<file path="src/include/nvh_consts.vh">
// timing and sequencing constants for the nonvolatile sram host port
`ifndef NVH_CONSTS_VH
`define NVH_CONSTS_VH
`define NVH_CLK_NS          50
`define NVH_T_CYCLE_NS      25
`define NVH_T_PWE_NS        20
`define NVH_T_PHSB_NS       15
`define NVH_T_ZZL_NS        50
`define NVH_T_DHSB_NS       25
`define NVH_T_STORE_MS      8
`define NVH_T_RECALL_US     600
`define NVH_T_SS_US         500
`define NVH_T_WAKE_MS       30
`define NVH_T_SLEEP_MS      8
`define NVH_T_HRECALL_MS    30
`define NVH_SEQ_LEN         6
`define NVH_OP_READ         3'h0
`define NVH_OP_WRITE        3'h1
`define NVH_OP_SW_SEQ       3'h2
`define NVH_OP_HW_STORE     3'h3
`define NVH_OP_SLEEP        3'h4
`define NVH_OP_WAKE         3'h5
`endif

</file>
<file path="src/logic/nvh_timer.v">
// down counter that reports when a loaded wait has run out
`timescale 1ns/100ps
module nvh_timer #(
    parameter W = 24
) (
    input  wire         clk,
    input  wire         reset,
    input  wire         clk_en,
    input  wire         load,
    input  wire [W-1:0] value,
    output reg          done
);
    reg [W-1:0] count;

    // done goes high on the cycle the count reaches zero
    always @(posedge clk) begin
        if (reset) begin
            count <= {W{1'b0}};
            done  <= 1'b0;
        end else if (clk_en) begin
            if (load) begin
                count <= value;
                done  <= 1'b0;
            end else if (count != {W{1'b0}}) begin
                count <= count - {{(W-1){1'b0}}, 1'b1};
                done  <= (count == {{(W-1){1'b0}}, 1'b1});
            end else begin
                done  <= 1'b0;
            end
        end
    end
endmodule // nvh_timer

</file>
<file path="src/logic/nvh_host_port.v">
// host controller driving the pins of a nonvolatile sram
// What this block does
// - write strobe stays high through every read cycle the host issues.
// - store/busy pin is released during every ordinary read or write.
// - writes are issued only as select-controlled cycles, write strobe falling with select.
// - low-byte enable falls before select and strobe on every write that uses the low byte.
// - command sequence is sent as select-controlled read cycles.
// - six command addresses are read in order with strobe held high.
// - hardware store request drives store/busy low at least 15 ns.
// - after raising sleep request the host waits 30 ms before access.
// - sleep request low at least 50 ns; entry takes up to 8 ms.
`timescale 1ns/100ps
`include "nvh_consts.vh"
module nvh_host_port #(
    parameter AW         = 20,
    parameter DW         = 16,
    parameter STORE_CYC  = 160000,
    parameter RECALL_CYC = 12000,
    parameter SS_CYC     = 10000,
    parameter WAKE_CYC   = 600000,
    parameter SLEEP_CYC  = 160000,
    parameter PWRUP_CYC  = 600000
) (
    input  wire          clk,
    input  wire          reset,
    input  wire          clk_en,
    input  wire          req_valid,
    input  wire [2:0]    req_op,
    input  wire [AW-1:0] req_addr,
    input  wire [DW-1:0] req_wdata,
    input  wire [1:0]    req_lanes,
    input  wire [AW*6-1:0] seq_addrs,
    output reg           req_ready,
    output reg           rsp_valid,
    output reg  [DW-1:0] rsp_rdata,
    output reg           rsp_data_ok,
    output reg           select_low_input,
    output reg           select_high_input,
    output reg           write_n,
    output reg           out_en_n,
    output reg           low_byte_strobe_n,
    output reg           high_byte_strobe_n,
    output reg  [AW-1:0] addr,
    output reg  [DW-1:0] dq_out,
    output reg           dq_oe,
    input  wire [DW-1:0] dq_in,
    output reg           hw_store_busy_n_out,
    output reg           hw_store_busy_n_oe,
    input  wire          hw_store_busy_n_in,
    output reg           sleep_request_n,
    output reg           sleeping
);
    // ********************************************************************
    // states and derived counts
    // ********************************************************************
    localparam S_PWRUP = 4'h0;
    localparam S_IDLE  = 4'h1;
    localparam S_SETUP = 4'h2;
    localparam S_STRB  = 4'h3;
    localparam S_END   = 4'h4;
    localparam S_WAIT  = 4'h5;
    localparam S_HWS   = 4'h6;
    localparam S_BUSY  = 4'h7;
    localparam S_SLEEP = 4'h8;
    localparam S_ZZ    = 4'h9;
    // strobe pulses are one 50 ns cycle and the store pulse three, which covers 15, 20, 25 and 50 ns minima
    localparam [23:0] PULSE_CYC = 24'h0000_0001;

    reg  [3:0]    state;
    reg  [2:0]    op;
    reg  [2:0]    seq_idx;
    reg           tmr_load;
    reg  [23:0]   tmr_value;
    wire          tmr_done;
    reg           busy_seen;

    nvh_timer #(.W(24)) u_timer (
        .clk    (clk),
        .reset  (reset),
        .clk_en (clk_en),
        .load   (tmr_load),
        .value  (tmr_value),
        .done   (tmr_done)
    );

    // ********************************************************************
    // sequencer
    // ********************************************************************
    // one-state-per-edge sequencing keeps every pin change on its own clock
    always @(posedge clk) begin
        if (reset) begin
            state               <= S_PWRUP;
            op                  <= `NVH_OP_READ;
            seq_idx             <= 3'h0;
            tmr_load            <= 1'b1;
            tmr_value           <= PWRUP_CYC[23:0];
            busy_seen           <= 1'b0;
            req_ready           <= 1'b0;
            rsp_valid           <= 1'b0;
            rsp_rdata           <= {DW{1'b0}};
            rsp_data_ok         <= 1'b0;
            select_low_input    <= 1'b1;
            select_high_input   <= 1'b0;
            write_n             <= 1'b1;
            out_en_n            <= 1'b1;
            low_byte_strobe_n   <= 1'b1;
            high_byte_strobe_n  <= 1'b1;
            addr                <= {AW{1'b0}};
            dq_out              <= {DW{1'b0}};
            dq_oe               <= 1'b0;
            hw_store_busy_n_out <= 1'b1;
            hw_store_busy_n_oe  <= 1'b0;
            sleep_request_n     <= 1'b1;
            sleeping            <= 1'b0;
        end else if (clk_en) begin
            tmr_load  <= 1'b0;
            rsp_valid <= 1'b0;
            case (state)
                S_PWRUP: begin
                    // wait out the power-up recall before any access
                    if (tmr_done) begin
                        state     <= S_IDLE;
                        req_ready <= 1'b1;
                    end
                end
                S_IDLE: begin
                    if (req_valid) begin
                        req_ready <= 1'b0;
                        op        <= req_op;
                        addr      <= (req_op == `NVH_OP_SW_SEQ) ? seq_addrs[AW-1:0] : req_addr;
                        seq_idx   <= 3'h0;
                        case (req_op)
                            `NVH_OP_READ, `NVH_OP_WRITE, `NVH_OP_SW_SEQ: begin
                                // address and lanes settle with select and strobe high
                                hw_store_busy_n_oe <= 1'b0;
                                write_n            <= 1'b1;
                                low_byte_strobe_n  <= ~(req_lanes[0] | (req_op != `NVH_OP_WRITE));
                                high_byte_strobe_n <= ~(req_lanes[1] | (req_op != `NVH_OP_WRITE));
                                dq_out             <= req_wdata;
                                dq_oe              <= (req_op == `NVH_OP_WRITE);
                                state              <= S_SETUP;
                            end
                            `NVH_OP_HW_STORE: begin
                                hw_store_busy_n_out <= 1'b0;
                                hw_store_busy_n_oe  <= 1'b1;
                                tmr_load            <= 1'b1;
                                tmr_value           <= PULSE_CYC;
                                state               <= S_HWS;
                            end
                            `NVH_OP_SLEEP: begin
                                sleep_request_n <= 1'b0;
                                tmr_load        <= 1'b1;
                                tmr_value       <= SLEEP_CYC[23:0];
                                state           <= S_SLEEP;
                            end
                            `NVH_OP_WAKE: begin
                                sleep_request_n <= 1'b1;
                                tmr_load        <= 1'b1;
                                tmr_value       <= WAKE_CYC[23:0];
                                state           <= S_ZZ;
                            end
                            default: begin
                                req_ready <= 1'b1;
                                rsp_valid <= 1'b1;
                            end
                        endcase
                    end
                end
                S_SETUP: begin
                    // select-controlled cycle: select and strobe fall on the same edge
                    select_low_input  <= 1'b0;
                    select_high_input <= 1'b1;
                    if (op == `NVH_OP_WRITE) begin
                        write_n <= 1'b0;
                    end else begin
                        out_en_n <= 1'b0;
                    end
                    state <= S_STRB;
                end
                S_STRB: begin
                    // one 50 ns low phase covers the 20 ns pulse and 25 ns cycle
                    select_low_input  <= 1'b1;
                    select_high_input <= 1'b0;
                    write_n           <= 1'b1;
                    out_en_n          <= 1'b1;
                    rsp_rdata         <= dq_in;
                    // the sixth command read carries no usable data
                    rsp_data_ok       <= (op == `NVH_OP_READ);
                    state             <= S_END;
                end
                S_END: begin
                    dq_oe              <= 1'b0;
                    low_byte_strobe_n  <= 1'b1;
                    high_byte_strobe_n <= 1'b1;
                    if (op == `NVH_OP_SW_SEQ && seq_idx != (`NVH_SEQ_LEN - 1)) begin
                        seq_idx            <= seq_idx + 3'h1;
                        addr               <= seq_addrs[(seq_idx + 3'h1) * AW +: AW];
                        low_byte_strobe_n  <= 1'b0;
                        high_byte_strobe_n <= 1'b0;
                        state              <= S_SETUP;
                    end else if (op == `NVH_OP_SW_SEQ) begin
                        // give the command time to act, then the recall/store span
                        tmr_load  <= 1'b1;
                        tmr_value <= SS_CYC[23:0] + RECALL_CYC[23:0];
                        state     <= S_WAIT;
                    end else begin
                        rsp_valid <= 1'b1;
                        req_ready <= 1'b1;
                        state     <= S_IDLE;
                    end
                end
                S_HWS: begin
                    if (tmr_done) begin
                        // release the pin; the device may now hold it low
                        hw_store_busy_n_out <= 1'b1;
                        hw_store_busy_n_oe  <= 1'b0;
                        busy_seen           <= 1'b0;
                        tmr_load            <= 1'b1;
                        tmr_value           <= STORE_CYC[23:0];
                        state               <= S_BUSY;
                    end
                end
                S_BUSY: begin
                    // a skipped store releases within 25 ns, so one high sample ends it
                    if (!hw_store_busy_n_in) begin
                        busy_seen <= 1'b1;
                    end
                    if (hw_store_busy_n_in || tmr_done) begin
                        rsp_valid <= 1'b1;
                        req_ready <= 1'b1;
                        state     <= S_IDLE;
                    end
                end
                S_WAIT: begin
                    if (tmr_done) begin
                        rsp_valid <= 1'b1;
                        req_ready <= 1'b1;
                        state     <= S_IDLE;
                    end
                end
                S_SLEEP: begin
                    // select is ignored once entry completes
                    if (tmr_done) begin
                        sleeping  <= 1'b1;
                        rsp_valid <= 1'b1;
                        req_ready <= 1'b1;
                        state     <= S_IDLE;
                    end
                end
                S_ZZ: begin
                    // no access until the wake time has passed
                    if (tmr_done) begin
                        sleeping  <= 1'b0;
                        rsp_valid <= 1'b1;
                        req_ready <= 1'b1;
                        state     <= S_IDLE;
                    end
                end
                default: begin
                    state     <= S_IDLE;
                    req_ready <= 1'b1;
                end
            endcase
        end
    end
    // write strobe falls with select and output enable stays high on writes, so outputs never fight
endmodule // nvh_host_port

</file>
<file path="config.mk">
export PLATFORM = sky130hd
export DESIGN_NAME = nvh_host_port
export DESIGN_NICKNAME = d
export VERILOG_FILES = /design/src/logic/nvh_timer.v /design/src/logic/nvh_host_port.v
export VERILOG_INCLUDE_DIRS = /design/src /design/src/include
export SDC_FILE = /design/constraint.sdc
export NUM_CORES = 1
export LEC_CHECK = 0
export BUFFER_PORTS_ARGS = -buffer_cell sky130_fd_sc_hd__buf_2
export CORE_AREA = 2 2 123 125
export CTS_BUF_LIST = sky130_fd_sc_hd__clkbuf_16
export CTS_CLUSTER_DIAMETER = 60
export DETAILED_ROUTE_END_ITERATION = 7
export DIE_AREA = 0 0 125 127
export PLACE_DENSITY_LB_ADDON = 0.08
export SETUP_SLACK_MARGIN = 0.15
export SYNTH_ARGS = -nofsm -noshare
export SYNTH_HDL_FRONTEND = slang
export SYNTH_HIERARCHICAL = 1
export SYNTH_SLANG_ARGS = --single-unit
</file>
<file path="constraint.sdc">
create_clock -name clk -period 2.2 [get_ports clk]
set_input_delay 0.44 -clock clk [delete_from_list [all_inputs] [get_ports clk]]
set_output_delay 0.44 -clock clk [all_outputs]
set_load 0.005 [all_outputs]
</file>
# Word level (Yosys, flattened, before mapping)

Index checks and enable logic that the tools add are counted.

Reductions and logical operators: 36
Muxes and demuxes: 70
$mul: 1
Eq/ne operators: 36
$add $sub $neg: 3
Shift operators: 1
Bitwise logic cells: 5

Operators by type and width:

| cell                                                                    | number |
|---|---|
| 24-bit two-way mux                                                      | 6 |
| 24-bit case mux with 3 select lines                                     | 2 |
| 120-bit by 10-bit variable part select with 20-bit output               | 1 |
| 20-bit two-way mux                                                      | 3 |
| 20-bit case mux with 2 select lines                                     | 1 |
| 1-bit two-way mux                                                       | 32 |
| 4-bit case mux with 7 select lines                                      | 1 |
| 24-bit by 1-bit equality test with 1-bit output (second input constant) | 1 |
| 24-bit nonzero test                                                     | 1 |
| 24-bit by 1-bit subtractor with 24-bit output (second input constant)   | 1 |
| 1-bit case mux with 2 select lines                                      | 11 |
| 4-bit AND reduction                                                     | 5 |
| 2-bit != test (second input constant)                                   | 9 |
| 4-bit by 3-bit equality test with 1-bit output (second input constant)  | 4 |
| 4-bit two-way mux                                                       | 4 |
| 4-bit case mux with 4 select lines                                      | 1 |
| 5-bit AND reduction                                                     | 3 |
| 7-bit AND reduction                                                     | 2 |
| 3-bit two-way mux                                                       | 4 |
| 2-bit nonzero test                                                      | 6 |
| 3-bit OR reduction                                                      | 4 |
| 2-bit by 1-bit != test with 1-bit output (second input constant)        | 5 |
| 3-bit by 2-bit equality test with 1-bit output (second input constant)  | 3 |
| 4-bit by 2-bit equality test with 1-bit output (second input constant)  | 2 |
| other kinds (28)                                                        | 40 |

Register bits after elaboration: 126
Logic and storage cells: 176
Output and inout port bits: 66
Input bits: 182

# Longest topological paths before layout

Word-level depth: 6
Gate-level depth with buffers: 10

# Modules after synthesis

The synthesis kept the hierarchy.

By module, submodules not included:

| module        | times used | seq. area each (sq um) | cells an instance | area an instance (sq um) |
|---|---|---|---|---|
| nvh_host_port | 1          | 1,701.6                | 601               | 4,748.3 |
| nvh_timer     | 1          | 500.5                  | 232               | 1,680.4 |

# Worst setup path after synthesis

OpenSTA, ideal clock, no wires.

Path kind: register -> register
Start: reg seq_idx[1]
End: reg tmr_value[17]
Data required time: 2.127 ns
Path buffers: 3
Arrival: 2.113 ns
Clock period less this slack: 2.186 ns
Setup time: 0.073 ns
Stages on the path, launching flop included: 11
Slack: 0.014 ns
Path through: dfxtp_1 -> buf_2 -> clkinv_1 -> clkbuf_1 -> ha_1 -> and2_1 -> a21oi_2 -> nor4b_4 -> buf_4 -> nor2_1 -> nor3_2

Word-level cells in the longest chain between the ends: 4

RTL lines:

| element                              | RTL line            | source |
|---|---|---|
| from (decl)                          | nvh_host_port.v:71  | `reg [2:0] seq_idx;` |
| from (signal assigned)               | nvh_host_port.v:196 | `seq_idx <= seq_idx + 3'h1;` |
| 3-bit != test                        | nvh_host_port.v:195 | `` if (op == `NVH_OP_SW_SEQ && seq_idx != (`NVH_SEQ_LEN - 1)) begin `` |
| 1-bit logical AND                    | nvh_host_port.v:195 |  |
| 2-bit != test (no source line)       | -                   |  |
| 7-bit AND reduction (no source line) | -                   |  |
| to (signal assigned)                 | nvh_host_port.v:159 | `tmr_value <= WAKE_CYC[23:0];` |
| to (signal assigned)                 | nvh_host_port.v:204 | `tmr_value <= SS_CYC[23:0] + RECALL_CYC[23:0];` |
| to (signal assigned)                 | nvh_host_port.v:219 | `tmr_value <= STORE_CYC[23:0];` |
| to (decl)                            | nvh_host_port.v:73  | `reg [23:0] tmr_value;` |

Every way passes these cells.
A chain may end at the register's enable or synchronous reset.

# Worst setup path after layout

Start: reg u_timer.count[10]
End: reg u_timer.count[20]

Word-level cells in the longest chain between the ends: 3
Elaborated cells between the ends (all ways): 6
Those cells by class: add/sub: 1; mux: 2; reduce/logical: 3

RTL lines:

| element                                                                                     | RTL line                       | source |
|---|---|---|
| from (decl)                                                                                 | nvh_timer.v:13                 | `reg [W-1:0] count;` |
| from (signal assigned)                                                                      | nvh_timer.v:18                 | `count <= {W{1'b0}};` |
| from (signal assigned)                                                                      | nvh_timer.v:22                 | `count <= value;` |
| from (signal assigned)                                                                      | nvh_timer.v:25                 | `count <= count - {{(W-1){1'b0}}, 1'b1};` |
| 24-bit by 1-bit subtractor with 24-bit output / 24-bit nonzero test (equally long branches) | nvh_timer.v:25, nvh_timer.v:24 |  |
| 24-bit two-way mux / 2-bit nonzero test (equally long branches)                             | -                              |  |
| 24-bit two-way mux / 2-bit AND reduction (equally long branches)                            | -                              |  |

Parallel ways exist; a longest one is shown, timed or not. The select of a mux whose other input is x is not followed.

==> results.cfg <==
[die]
ios = 248
die-area_um2 = 15900
die_h_um = 127
num_rows = 44
coreArea_um2 = 14400
die_x_um = 125
initial_core_util_pct = 44.6

[clock_network]
clock_sinks = 110
root_buffer = clkbuf_16
clk_pin_slew_ns = 0.08
post_cts_buffers = 0
insertion_delay_ns = 0.35
cts_inserted_buffers = 9
ctsHtreeMaxLevel = 3
cts_buffer_depth = 2
cts_tree = built
postCtsHoldBufs = 0

[worst_setup_path]
path_buf_inv = 0
crit_chain = or4_4, or4_4, o31a_1, o21ai_1, a21oi_1
path_class = reg -> reg
worstReg2RegEnd = u_timer/count[20]
cpPeakStageDelay_ns = 0.56
startpoint_type = flip-flop
required_ns = 2.44
crit_slowest_cell = or4_4
arrival_ns = 2.22
cpMostUsedCell = or4_4
reg2reg_depth = 5
r2r-start = u_timer/count[10]
crit_fanout = 4
end_kind = flip-flop
rrSetupSlack_ns = 0.22
cp_top_family = simple AND/OR/NAND/NOR gates

[synth]
synth_cells = 833
ys_types = 84
yosysTopAreaCellShare_pct = 34.3
yosysTopAreaCell = dfxtp_1
ys_seq_elements = 110
avgSynthCellArea_um2 = 7.72
synthFlopType = dfxtp_1
yosys-top-cells-area = dfxtp_1 34%, nand2_1 9.9%, a21oi_1 8.6%
yosysSeqAreaShare_pct = 34.3
yosysWarnings = 6
async_flop_share_pct = 0
netlist_area_um2 = 6430
synth_edf_count = 0

[timing]
relSlewSlack_pct = 52.1
hold_viol = 0
min_period_ns = 1.98
fmax_mhz = 504
rsz0062_at_grt = true
setup_viol = 0
fin_setup_tns_ns = 0
post-route-period-util_pct = 90.2
drv_slew = 0
max_slew.worst_pin.slew_ns = 0.717
skew_ns = 0.00834

[drt]
drt-wirelength-per-cell_um = 15.5
num_vias = 6979
ant_nets = 0
finalWirelength_um = 19700
drc = 0
routed_via_density = 5.49
first_pass_iters = 6
detail_route.iter0.violations = 547

[min_path]
holdPathStages = 2
min_to = low_byte_strobe_n
hp-class = in -> reg
min_from = req_lanes[0]

[power]
pwr_density_cell_nw_per_um2 = 531
power.switching_mw = 1.26
p_int_mw = 3.18
leakage_nw = 3.74
swShare_pct = 28.4
clkPwrFrac_pct = 36.5
vdd_drop_max_v = 0.000332
seqPwrFrac_pct = 46.7
comb_power_share_pct = 16.7
power_mw = 4.44

[cells_and_area]
fillCellCount = 1433
final_core_utilization_pct = 58.0
final_nets = 1269
final_common_cell = buf_2
final_cell_mix = 247 x buf_2, 169 x nand2_1, 110 x a21oi_1
area_growth_pct = 30.1
layout-drive-gt1-share_pct = 33.7
num_antenna_cells = 0

[grt]
grt_pass1_vias = 6585
grt_antenna_before_repair = 0
grt_overflow = 0
grt_max_degree = 58
grt_pass1_wl_um = 32200
track_usage_pct = 24.1

[flow_run]
drv_cap = 0

[placed_design]
io_buffers = 247
post-dp-hpwl_um = 14800
gp_congestion = 0.918

[run_status]
run_status = finished clean
Yosys cell counts (all sizes together), types with 11 or more instances:
| master | count |
|---|---|
| nand2 | 171 |
| a21oi | 112 |
| dfxtp | 110 |
| nor2 | 54 |
| o21ai | 47 |
| clkbuf | 41 |
| mux2i | 30 |
| buf | 25 |
| nand3 | 25 |
| nor3 | 16 |
| a31oi | 15 |
| a32o | 11 |
| inv | 11 |
metal layers:
metal / routed length (µm) / track usage, %
met5: 0 / 0
met4: 286 / 5.95
met3: 1050 / 4.56
met2: 9340 / 40.2
met1: 9010 / 32.4
area by class of cell:
cell class | count | area, µm² | share of cell area, %
Clock buffer | 9 | 225 | 2.69
Inverter | 12 | 45.0 | 0.539
Tap cell | 184 | 230 | 2.75
Sequential cell | 110 | 2210 | 26.4
Clock inverter | 7 | 75.1 | 0.898
Timing Repair Buffer | 295 | 1630 | 19.4
Multi-Input combinational cell | 654 | 3960 | 47.3
logic make-up (layout without fill, tap and decap cells):
kind of cell | after synthesis | in the layout | share of synthesized area [%]
simple gates | 329 | 329 | 25.3
buf+inv | 78 | 323 | 5.61
compound gates | 269 | 269 | 27.2
mux | 40 | 40 | 6.42
other cells | 1 | 10 | 0.0583
xor+xnor | 1 | 1 | 0.136
flops | 110 | 110 | 34.3
fa+ha+maj | 5 | 5 | 0.973
repair_timing:
| item | CTS | global route |
|---|---|---|
| setup endpoints to repair | 11 | 46 |
| pin swaps | 0 | 1 |
| endpoints found under the hold margin | 0 | 0 |
| gates resized for setup | 1 | 18 |
through the flow:
step / cells / hold slack, ns / worst slack, ns / area [µm²]
global route: 1271 / 0.288 / 0.107 / 8360
floorplan: 842 / 0.444 / 0.168 / 6460
global placement: 1255 / 0.439 / 0.146 / 7990
CTS: 1271 / 0.292 / 0.162 / 8290
finish: 1271 / 0.294 / 0.216 / 8360
detailed placement: 1255 / 0.443 / 0.0843 / 7990
sequential cells by signal, indices dropped and copies added (netlist names), 3 cells and up:
name,count
addr,20
dq_out,16
op,3
rsp_rdata,16
seq_idx,3
state,4
tmr_value,8
u_timer/count,24
worst max-delay path by stage:
stage	slack, ns	cells after the start	from	end
floorplan	0.17	9	seq_idx[1]	addr[10]
global placement	0.15	6	req_valid	addr[0]
detailed placement	0.08	6	req_valid	addr[9]
CTS	0.16	6	state[1]	sleep_request_n
global route	0.11	5	u_timer/count[10]	u_timer/count[19]
finish	0.22	5	u_timer/count[10]	u_timer/count[20]
worst register-to-register path, delay by kind of cell (launching register included):
family	cells	cell delay, ns
compound gates	3	0.44
simple gates	2	1.09
flops	1	0.35
power groups by stage:
| stage | logic (mW) | clock network, mW | registers [mW] |
|---|---|---|---|
| floorplan | 0.403 | 0 | 2.10 |
| global placement | 0.714 | 0 | 2.12 |
| detailed placement | 0.719 | 0 | 2.12 |
| CTS | 0.722 | 1.66 | 2.07 |
| global route | 0.830 | 1.74 | 2.08 |
| finish | 0.744 | 1.62 | 2.08 |
No activity file was read; power rests on OpenSTA's default activity.
